==> config.mk <==
export PLATFORM = sky130hd
export DESIGN_NAME = dbc_channel
export DESIGN_NICKNAME = d
export VERILOG_FILES = /design/src/dbc_pkg.sv /design/src/dbc_channel.sv
export SDC_FILE = /design/constraint.sdc
export NUM_CORES = 1
export LEC_CHECK = 0
export ABC_AREA = 0
export ABC_CLOCK_PERIOD_IN_PS = 34800
export CAP_MARGIN = 20
export CORE_MARGIN = 3
export CORE_UTILIZATION = 50
export CTS_CLUSTER_SIZE = 30
export DETAILED_ROUTE_END_ITERATION = 16
export DONT_BUFFER_PORTS = 1
export PLACE_DENSITY = 0.72
export SLEW_MARGIN = 20
export SYNTH_ARGS = -nofsm -noshare
export SYNTH_HDL_FRONTEND = slang
export SYNTH_HIERARCHICAL = 1
export SYNTH_SLANG_ARGS = --single-unit
==> constraint.sdc <==
create_clock -name i_core_clk -period 34.8 [get_ports i_core_clk]
set_clock_uncertainty 0.2 [all_clocks]
set_input_delay 10.44 -clock i_core_clk [delete_from_list [all_inputs] [get_ports i_core_clk]]
set_output_delay 10.44 -clock i_core_clk [all_outputs]
set_load 0.1 [all_outputs]
==> src/dbc_pkg.sv <==
// Shared constants, types and layouts for the DMA buffer closure channel
package dbc_pkg;
   localparam int DBC_AW = 32;
   localparam int DBC_DW = 32;
   localparam int DBC_FIFO_DEPTH = 8;
   // Descriptor word offsets within one descriptor
   localparam logic [31:0] DBC_OFS_CTL = 32'h0000_0000;
   localparam logic [31:0] DBC_OFS_DST = 32'h0000_0004;
   localparam logic [31:0] DBC_OFS_NEXT = 32'h0000_0008;
   localparam logic [31:0] DBC_DESC_STEP = 32'h0000_000C;
   localparam logic [31:0] DBC_UNIT_STEP = 32'h0000_0004;
   localparam logic [31:0] DBC_CTL_RST = 32'h0000_0000;
   localparam logic [31:0] DBC_ADDR_RST = 32'h0000_0000;

   // Channel control word, same layout in registers and descriptors
   typedef struct packed {
      logic [15:0] len;
      logic [7:0] cmd_status;
      logic [2:0] rsvd;
      logic linked;
      logic link_fetch;
      logic eof_en;
      logic loop;
      logic run;
   } dbc_ctl_s;

   typedef struct packed {
      logic req;
      logic we;
      logic [DBC_AW-1:0] addr;
      logic [DBC_DW-1:0] wdata;
   } dbc_mem_req_s;

   typedef enum logic [2:0] {
      DBC_IDLE, DBC_FETCH, DBC_MOVE, DBC_WB, DBC_LARSTEP, DBC_NEXTLAR, DBC_RELOAD
   } dbc_state_e;
endpackage : dbc_pkg

==> src/dbc_channel.sv <==
// DMA channel with buffer closure, direct and linked-list modes, and its data FIFO
`timescale 1ns/100ps

// ==========================================
// Data FIFO
module dbc_fifo
   import dbc_pkg::*;
#(
   parameter int W = DBC_DW,
   parameter int D = DBC_FIFO_DEPTH
) (
   input wire logic i_clk,
   input wire logic i_rst_n,
   input wire logic i_in_valid,
   output logic o_in_ready,
   input wire logic [W-1:0] i_in_data,
   output logic o_out_valid,
   input wire logic i_out_ready,
   output logic [W-1:0] o_out_data
);
   localparam int AW = (D > 1) ? $clog2(D) : 1;
   localparam int CW = $clog2(D + 1);
   localparam logic [CW-1:0] FULL = CW'(D);

   if (D < 2 || (D & (D - 1)) != 0) begin : g_chk
      $error("dbc_fifo depth must be a power of two of at least 2");
   end

   typedef struct packed {
      logic [D-1:0][W-1:0] mem;
      logic [AW-1:0] wp;
      logic [AW-1:0] rp;
      logic [CW-1:0] cnt;
   } dbc_fifo_st_s;

   dbc_fifo_st_s q, d;
   logic push, pop;

   assign o_in_ready = (q.cnt != FULL);
   assign o_out_valid = (q.cnt != '0);
   assign o_out_data = q.mem[q.rp];
   assign push = i_in_valid & o_in_ready;
   assign pop = o_out_valid & i_out_ready;

   always_comb begin
      d = q;
      if (push) begin
         d.mem[q.wp] = i_in_data;
         d.wp = q.wp + AW'(1);
      end
      if (pop) begin
         d.rp = q.rp + AW'(1);
      end
      if (push && !pop) begin
         d.cnt = q.cnt + CW'(1);
      end else if (pop && !push) begin
         d.cnt = q.cnt - CW'(1);
      end
   end

   always_ff @(posedge i_clk or negedge i_rst_n) begin
      if (!i_rst_n) begin
         q <= '0;
      end else begin
         q <= d;
      end
   end
endmodule : dbc_fifo

// ==========================================
// Channel
// Behaviour
// - Closure starts when remaining transfer length reaches zero.
// - Closure also starts on a peripheral end-of-frame request.
// - Loop bit: descriptor untouched at closure; list pointer advances or reloads.
// - End-of-frame closure clears run bit; frame-end flag loads peripheral status if length not yet zero.
// - Linked-list closure with loop bit clear writes control word back to descriptor control word.
// - List pointer advances, or loads next address when link-fetch flag set.
// - Length-expiry closure clears run bit, leaves command status untouched.
// - Direct mode: software loads registers, channel stops after transfer.
// - Linked-list mode: registers loaded from descriptors, chain continues alone.
// - Descriptor words share layout with channel control and address registers.
module dbc_channel
   import dbc_pkg::*;
(
   input wire logic i_core_clk,
   input wire logic i_nrst,
   input wire logic i_sw_load,
   input wire logic [31:0] i_sw_ctl,
   input wire logic [DBC_AW-1:0] i_sw_dst,
   input wire logic [DBC_AW-1:0] i_sw_lar,
   output logic [31:0] o_channel_control_word,
   output logic [DBC_AW-1:0] o_dst,
   output logic [DBC_AW-1:0] o_list_address_pointer,
   output logic o_busy,
   output logic o_closed,
   input wire logic i_per_valid,
   input wire logic [DBC_DW-1:0] i_per_data,
   output logic o_per_ready,
   input wire logic i_per_eof,
   input wire logic [7:0] i_per_status,
   output logic o_mem_req,
   output logic o_mem_we,
   output logic [DBC_AW-1:0] o_mem_addr,
   output logic [DBC_DW-1:0] o_mem_wdata,
   input wire logic i_mem_ack,
   input wire logic [DBC_DW-1:0] i_mem_rdata
);
   typedef struct packed {
      dbc_state_e st;
      dbc_ctl_s ctl;
      logic [DBC_AW-1:0] dst;
      logic [DBC_AW-1:0] lar;
      logic [15:0] acc_left;
      logic eof_pend;
      logic [7:0] eof_stat;
      logic fidx;
      logic closed;
      dbc_mem_req_s mreq;
   } dbc_st_s;

   dbc_st_s q, d;
   logic [1:0] rst_sync_q;
   logic rst_n;
   logic accepting;
   logic fifo_in_ready, fifo_out_valid, fifo_out_ready;
   logic [DBC_DW-1:0] fifo_out_data;
   dbc_ctl_s close_ctl;

   function automatic dbc_mem_req_s mem_op(input logic we, input logic [DBC_AW-1:0] addr,
                                           input logic [DBC_DW-1:0] wdata);
      dbc_mem_req_s r;
      r.req = 1'b1;
      r.we = we;
      r.addr = addr;
      r.wdata = wdata;
      return r;
   endfunction : mem_op

   // ==========================================
   // Reset release
   always_ff @(posedge i_core_clk or negedge i_nrst) begin
      if (!i_nrst) begin
         rst_sync_q <= 2'h0;
      end else begin
         rst_sync_q <= {rst_sync_q[0], 1'b1};
      end
   end
   assign rst_n = rst_sync_q[1];

   // ==========================================
   // Data path
   assign accepting = (q.st == DBC_MOVE) && (q.acc_left != 16'h0000) && !q.eof_pend;
   assign o_per_ready = fifo_in_ready & accepting;
   assign fifo_out_ready = (q.st == DBC_MOVE) && !q.mreq.req;

   dbc_fifo #(.W(DBC_DW), .D(DBC_FIFO_DEPTH)) u_fifo (
      .i_clk(i_core_clk),
      .i_rst_n(rst_n),
      .i_in_valid(i_per_valid & accepting),
      .o_in_ready(fifo_in_ready),
      .i_in_data(i_per_data),
      .o_out_valid(fifo_out_valid),
      .i_out_ready(fifo_out_ready),
      .o_out_data(fifo_out_data)
   );

   // ==========================================
   // Control
   always_comb begin
      d = q;
      d.closed = 1'b0;
      close_ctl = q.ctl;
      close_ctl.run = 1'b0;
      if (q.ctl.len != 16'h0000 && q.ctl.eof_en) begin
         close_ctl.cmd_status = q.eof_stat;
      end
      unique case (q.st)
         DBC_IDLE: begin
            if (i_sw_load) begin
               d.ctl = dbc_ctl_s'(i_sw_ctl);
               d.dst = i_sw_dst;
               d.lar = i_sw_lar;
               d.eof_pend = 1'b0;
               if (d.ctl.run && d.ctl.linked) begin
                  d.st = DBC_FETCH;
                  d.fidx = 1'b0;
                  d.mreq = mem_op(1'b0, i_sw_lar + DBC_OFS_CTL, '0);
               end else if (d.ctl.run) begin
                  d.st = DBC_MOVE;
                  d.acc_left = d.ctl.len;
               end
            end
         end
         DBC_FETCH: begin
            if (!q.mreq.req) begin
               d.mreq = mem_op(1'b0, q.lar + DBC_OFS_DST, '0);
            end else if (i_mem_ack) begin
               d.mreq.req = 1'b0;
               if (!q.fidx) begin
                  d.ctl = dbc_ctl_s'(i_mem_rdata);
                  d.fidx = 1'b1;
               end else begin
                  d.dst = i_mem_rdata;
                  d.eof_pend = 1'b0;
                  d.acc_left = q.ctl.len;
                  d.st = q.ctl.run ? DBC_MOVE : DBC_IDLE;
               end
            end
         end
         DBC_MOVE: begin
            if (o_per_ready && i_per_valid) begin
               d.acc_left = q.acc_left - 16'h0001;
            end
            if (i_per_eof && !q.eof_pend) begin
               d.eof_pend = 1'b1;
               d.eof_stat = i_per_status;
            end
            if (q.mreq.req) begin
               if (i_mem_ack) begin
                  d.mreq.req = 1'b0;
                  d.dst = q.dst + DBC_UNIT_STEP;
                  d.ctl.len = q.ctl.len - 16'h0001;
               end
            end else if (fifo_out_valid) begin
               d.mreq = mem_op(1'b1, q.dst, fifo_out_data);
            end else if (q.ctl.len == 16'h0000 || q.eof_pend) begin
               d.ctl = close_ctl;
               if (q.ctl.linked && !q.ctl.loop) begin
                  d.st = DBC_WB;
                  d.mreq = mem_op(1'b1, q.lar + DBC_OFS_CTL, close_ctl);
               end else begin
                  d.st = DBC_LARSTEP;
               end
            end
         end
         DBC_WB: begin
            if (i_mem_ack) begin
               d.mreq.req = 1'b0;
               d.st = DBC_LARSTEP;
            end
         end
         DBC_LARSTEP: begin
            if (q.ctl.link_fetch) begin
               d.st = DBC_NEXTLAR;
               d.mreq = mem_op(1'b0, q.lar + DBC_OFS_NEXT, '0);
            end else begin
               d.lar = q.lar + DBC_DESC_STEP;
               d.st = DBC_RELOAD;
            end
         end
         DBC_NEXTLAR: begin
            if (i_mem_ack) begin
               d.mreq.req = 1'b0;
               d.lar = i_mem_rdata;
               d.st = DBC_RELOAD;
            end
         end
         DBC_RELOAD: begin
            d.closed = 1'b1;
            if (q.ctl.linked) begin
               d.st = DBC_FETCH;
               d.fidx = 1'b0;
               d.mreq = mem_op(1'b0, q.lar + DBC_OFS_CTL, '0);
            end else begin
               d.st = DBC_IDLE;
            end
         end
      endcase
   end

   always_ff @(posedge i_core_clk or negedge rst_n) begin
      if (!rst_n) begin
         q <= '0;
         q.st <= DBC_IDLE;
         q.ctl <= dbc_ctl_s'(DBC_CTL_RST);
         q.dst <= DBC_ADDR_RST;
         q.lar <= DBC_ADDR_RST;
      end else begin
         q <= d;
      end
   end

   // ==========================================
   // Outputs
   assign o_channel_control_word = q.ctl;
   assign o_dst = q.dst;
   assign o_list_address_pointer = q.lar;
   assign o_busy = (q.st != DBC_IDLE);
   assign o_closed = q.closed;
   assign o_mem_req = q.mreq.req;
   assign o_mem_we = q.mreq.we;
   assign o_mem_addr = q.mreq.addr;
   assign o_mem_wdata = q.mreq.wdata;
endmodule : dbc_channel

# Word-level counts from Yosys, hierarchy flattened
# Cells that the tools add are included.
classes:
  n_mux: 65
  n_eq_ne: 32
  reduce_logical: 42
  add_sub_neg: 10
  n_bitwise: 5
  n_shift: 0
  div: 0
  multipliers: 0
  n_lt_le_gt_ge: 3
ops:
  columns: ["cell", "count"]
  rows:
  - ["two-way mux 66 bit", 7]
  - ["case mux 65 bit (5 select lines)", 1]
  - ["bitwise mux 256 bit", 1]
  - ["two-way mux 32 bit", 8]
  - ["case mux 64 bit (3 select lines)", 1]
  - ["two-way mux 67 bit", 2]
  - ["two-way mux 65 bit", 2]
  - ["two-way mux 116 bit", 1]
  - ["binary-select mux 32 bit (select 3 bit)", 1]
  - ["demux 32 bit (select 3 bit)", 1]
  - ["two-way mux 16 bit", 6]
  - ["case mux 32 bit (3 select lines)", 1]
  - ["two-way mux 35 bit", 2]
  - ["adder 32 x 3 -> 32 bit (second input constant)", 2]
  - ["adder 32 x 4 -> 32 bit (second input constant)", 2]
  - ["two-way mux 17 bit", 3]
  - ["case mux 17 bit (3 select lines)", 1]
  - ["inequality test 2 bit (second input constant)", 18]
  - ["nonzero test 16 bit", 2]
  - ["subtractor 16 x 1 -> 16 bit (second input constant)", 2]
  - ["two-way mux 3 bit", 7]
  - ["case mux 3 bit (7 select lines)", 1]
  - ["AND reduction 6 bit", 3]
  - ["logical NOT 16 bit", 1]
  - ["other kinds (37)", 81]
totals:
  wordCells: 189
  latchBits: 0
  output_inout_bits: 165
  reg_bits: 460
  inputBits: 174
  romBits: 0
  memories: 0
  ramBits: 0

# Longest topological paths before layout
depth:
  ltp_word: 9
  ltp_mapped: 14
  depth_no_buf: 13

# Modules after synthesis
# The synthesis kept the hierarchy.
by_module_without_submodules:
  columns: ["module", "area_per_inst_um2", "n_inst", "cells_each", "seq_area_each_um2"]
  rows:
  - ["dbc_channel", 14521.4, 1, 1837, 4854.7]
  - ["dbc_fifo", 12022.8, 1, 714, 6656.4]

# Worst setup path before layout
# No wires, ideal clock.
synth_path:
  path_type: "register to output"
  startpoint: "reg q[190] (netlist name)"
  endpoint: "out o_per_ready"
  required_ps: 24160
  slack_ps: 21611
  stages_incl_launch_ff: 8
  path_buffers: 4
  t_arrival_ps: 2549
  path_cell_list: "dfrtp_1 > buf_2 > buf_2 > nand2b_1 > nor2_1 > clkbuf_1 > clkbuf_1 > and3_1"
synth_lines:
  columns: ["element", "line", "text"]
  rows:
  - ["end: declaration", "dbc_channel.sv:99", "output logic o_per_ready,"]

==> metrics <==
Post-synth EDFFs 0; CTS clock-pin slew for the worst setup and hold paths 60 ps; Setup WS pre-CTS 21870 ps; nets@finish 2537; initial antenna violation count 6; top cell type's share of synthesized area 0.4337; worst r2r src u_fifo/q[2]; max_cap viols 0; Top FF cell, synth dfrtp_1; mapped cell area 26540 um2; top layer in use met5; TritonCTS clock tree built; all-layer global routing usage 0.3323; Mapped Cells 2551; Max-slew headroom 0.2170; TNS Setup 0 ps; Worst Slack Setup Final 21420 ps; # H-tree levels 2; WL/cell 31.20 um; Placed Area 26180 um2; FF-to-FF setup slack 30280 ps; Port Buffer Count 0; post_cts resized 0; fin crit share 0.3845; GP Congestion 0.9557; met2 WL 45.53 mm; Commonest cells post-synth 460 x dfrtp_1, 306 x mux2_2, 194 x o21ai_0; CP arrival 2740 ps; Final setup viols 0; crit-path max FO 45; Crit Path Class flop to output pin; clock sink count 460; # hold bufs at CTS 0; maximum number of pins on one net before global-route repair 100; fin. max-slew vios 0; layout cells sized above 1 0.2574; fmax 74.73 MHz; post-route design area 28060 um2; overall die area 55890 um2; Worst Setup EP o_per_ready; Root Driver clkbuf_16; ys async rst share 1.000; hold crit path type flop to flop; Avg Cell Area, Syn 10.41 um2; Reg2Reg Capture Point o_mem_addr[11]; flops & latches, synth 460; final core occ 0.5404; DR iter-0 viols 2366; initial core utilization 0.5112; vias in the first global route 20908; Clock Latency Late Sink 620 ps; unrepaired setup endpoints after global routing no; DR vias/cell 6.838; Worst setup EP type output pin; Mapped Nets 2740; final-report hold violation count 0; CTS Buffer Depth 3; die width 236.4 um; TritonRoute pass-1 iters 8; CP Launch Type flop; detailed-route wire length 96.02 mm; DRT antenna net count 0; post-synth top area cell dfrtp_1; Post-CTS Setup Bufs 0; Worst Tran Pin Value 1174 ps; Met3 Wirelength 10.09 mm; Yosys warning count 6; top cells by area, synth dfrtp_1 43%, mux2_2 13%, mux4_2 5.4%; io pins 339; die height 236.4 um; register area share after synthesis 0.4337; CP required 24160 ps; clock period minus final worst setup slack 13380 ps; CP startpoint q[189]; worst reg2reg path depth 9; first-pass GRT wire length 140.6 mm; Rows 83; status finished, final reports clean; via count 21047; drc violations 0; most frequent cell after synthesis dfrtp_1; Layout area overhead 5.718%; Post-DP HPWL 66.81 mm; DRT met1 WL 34.30 mm; core area 51920 um2; post-synth cell types 93; Num CTS Buffers 50; total global routing overflow 0
-- kinds of logic (layout without fill, tap and decap cells) --
kind of cell,count (synthesis),in the layout,share of synthesized area
adder cells (fa/ha/maj),15,15,0.007353
AND/OR/NAND/NOR,619,619,0.1168
other,1,10,0.0001413
AO/OA/AOI/OAI,677,677,0.1678
XOR/XNOR,16,16,0.005279
flip-flops,460,460,0.4337
multiplexers,377,377,0.1868
buffers and inverters,386,224,0.08221
-- cell type report --
type,count,area (um2)
Multi-Input combinational cell,1705,12940
Clock inverter,20,322.8
Tap cell,680,850.8
Antenna cell,9,22.52
Sequential cell,460,11520
Inverter,25,93.84
Fill cell,4468,23860
Clock buffer,73,1488
Timing Repair Buffer,106,822.0
-- layout by cell type, fill, tap and decap left out, types with 34 or more instances in the layout --
cell / Yosys / layout
a21oi_1: 125 / 125
buf_4: 176 / 102
o21ai_0: 194 / 194
mux4_2: 64 / 64
dfrtp_1: 460 / 453
clkbuf_16: 0 / 50
o31ai_1: 34 / 34
nand2_1: 189 / 189
nor2_1: 153 / 152
mux2_2: 306 / 306
a22oi_1: 62 / 62
nand3_1: 51 / 51
nor3_1: 41 / 39
-- flip-flops by register name, indices dropped and copies added (netlist names) --
| signal | count |
|---|---|
| o_channel_control_word | 32 |
| o_closed | 1 |
| o_dst | 32 |
| o_list_address_pointer | 32 |
| o_mem_addr | 32 |
| o_mem_req | 1 |
| o_mem_wdata | 32 |
| o_mem_we | 1 |
| q | 29 |
| rst_sync_q | 2 |
| u_fifo/q | 266 |
-- worst min path at each step --
stage,cells past startpoint,slack (ps),to,startpoint
floorplan,0,130,rst_sync_q[1],rst_sync_q[0]
global placement,0,140,rst_sync_q[1],rst_sync_q[0]
detailed placement,0,140,rst_sync_q[1],rst_sync_q[0]
CTS,0,150,rst_sync_q[1],rst_sync_q[0]
global route,0,150,rst_sync_q[1],rst_sync_q[0]
finish,0,150,rst_sync_q[1],rst_sync_q[0]
-- critical path: stages (launching register included) --
cell,delay (ps)
dfrtp_2,710
nand2b_1,430
nor2_2,160
and3_1,850
-- metrics by stage --
| step | instances | hold slack (ps) |
|---|---|---|
| floorplan | 2551 | 131.2 |
| finish | 3078 | 148.0 |
| CTS | 3066 | 148.8 |
| detailed placement | 2973 | 135.5 |
| global route | 3076 | 149.5 |
| global placement | 2973 | 140.3 |
-- layer usage --
metal | vias up | GRT usage
met4 | 2 | 0.1898
met3 | 265 | 0.1038
met5 | - | 0
met2 | 1210 | 0.5360
met1 | 10608 | 0.3933
li1 | 8962 | -
Power is not shown: default switching activity piles up to over one toggle a cycle in this logic, so the estimate is an artifact.
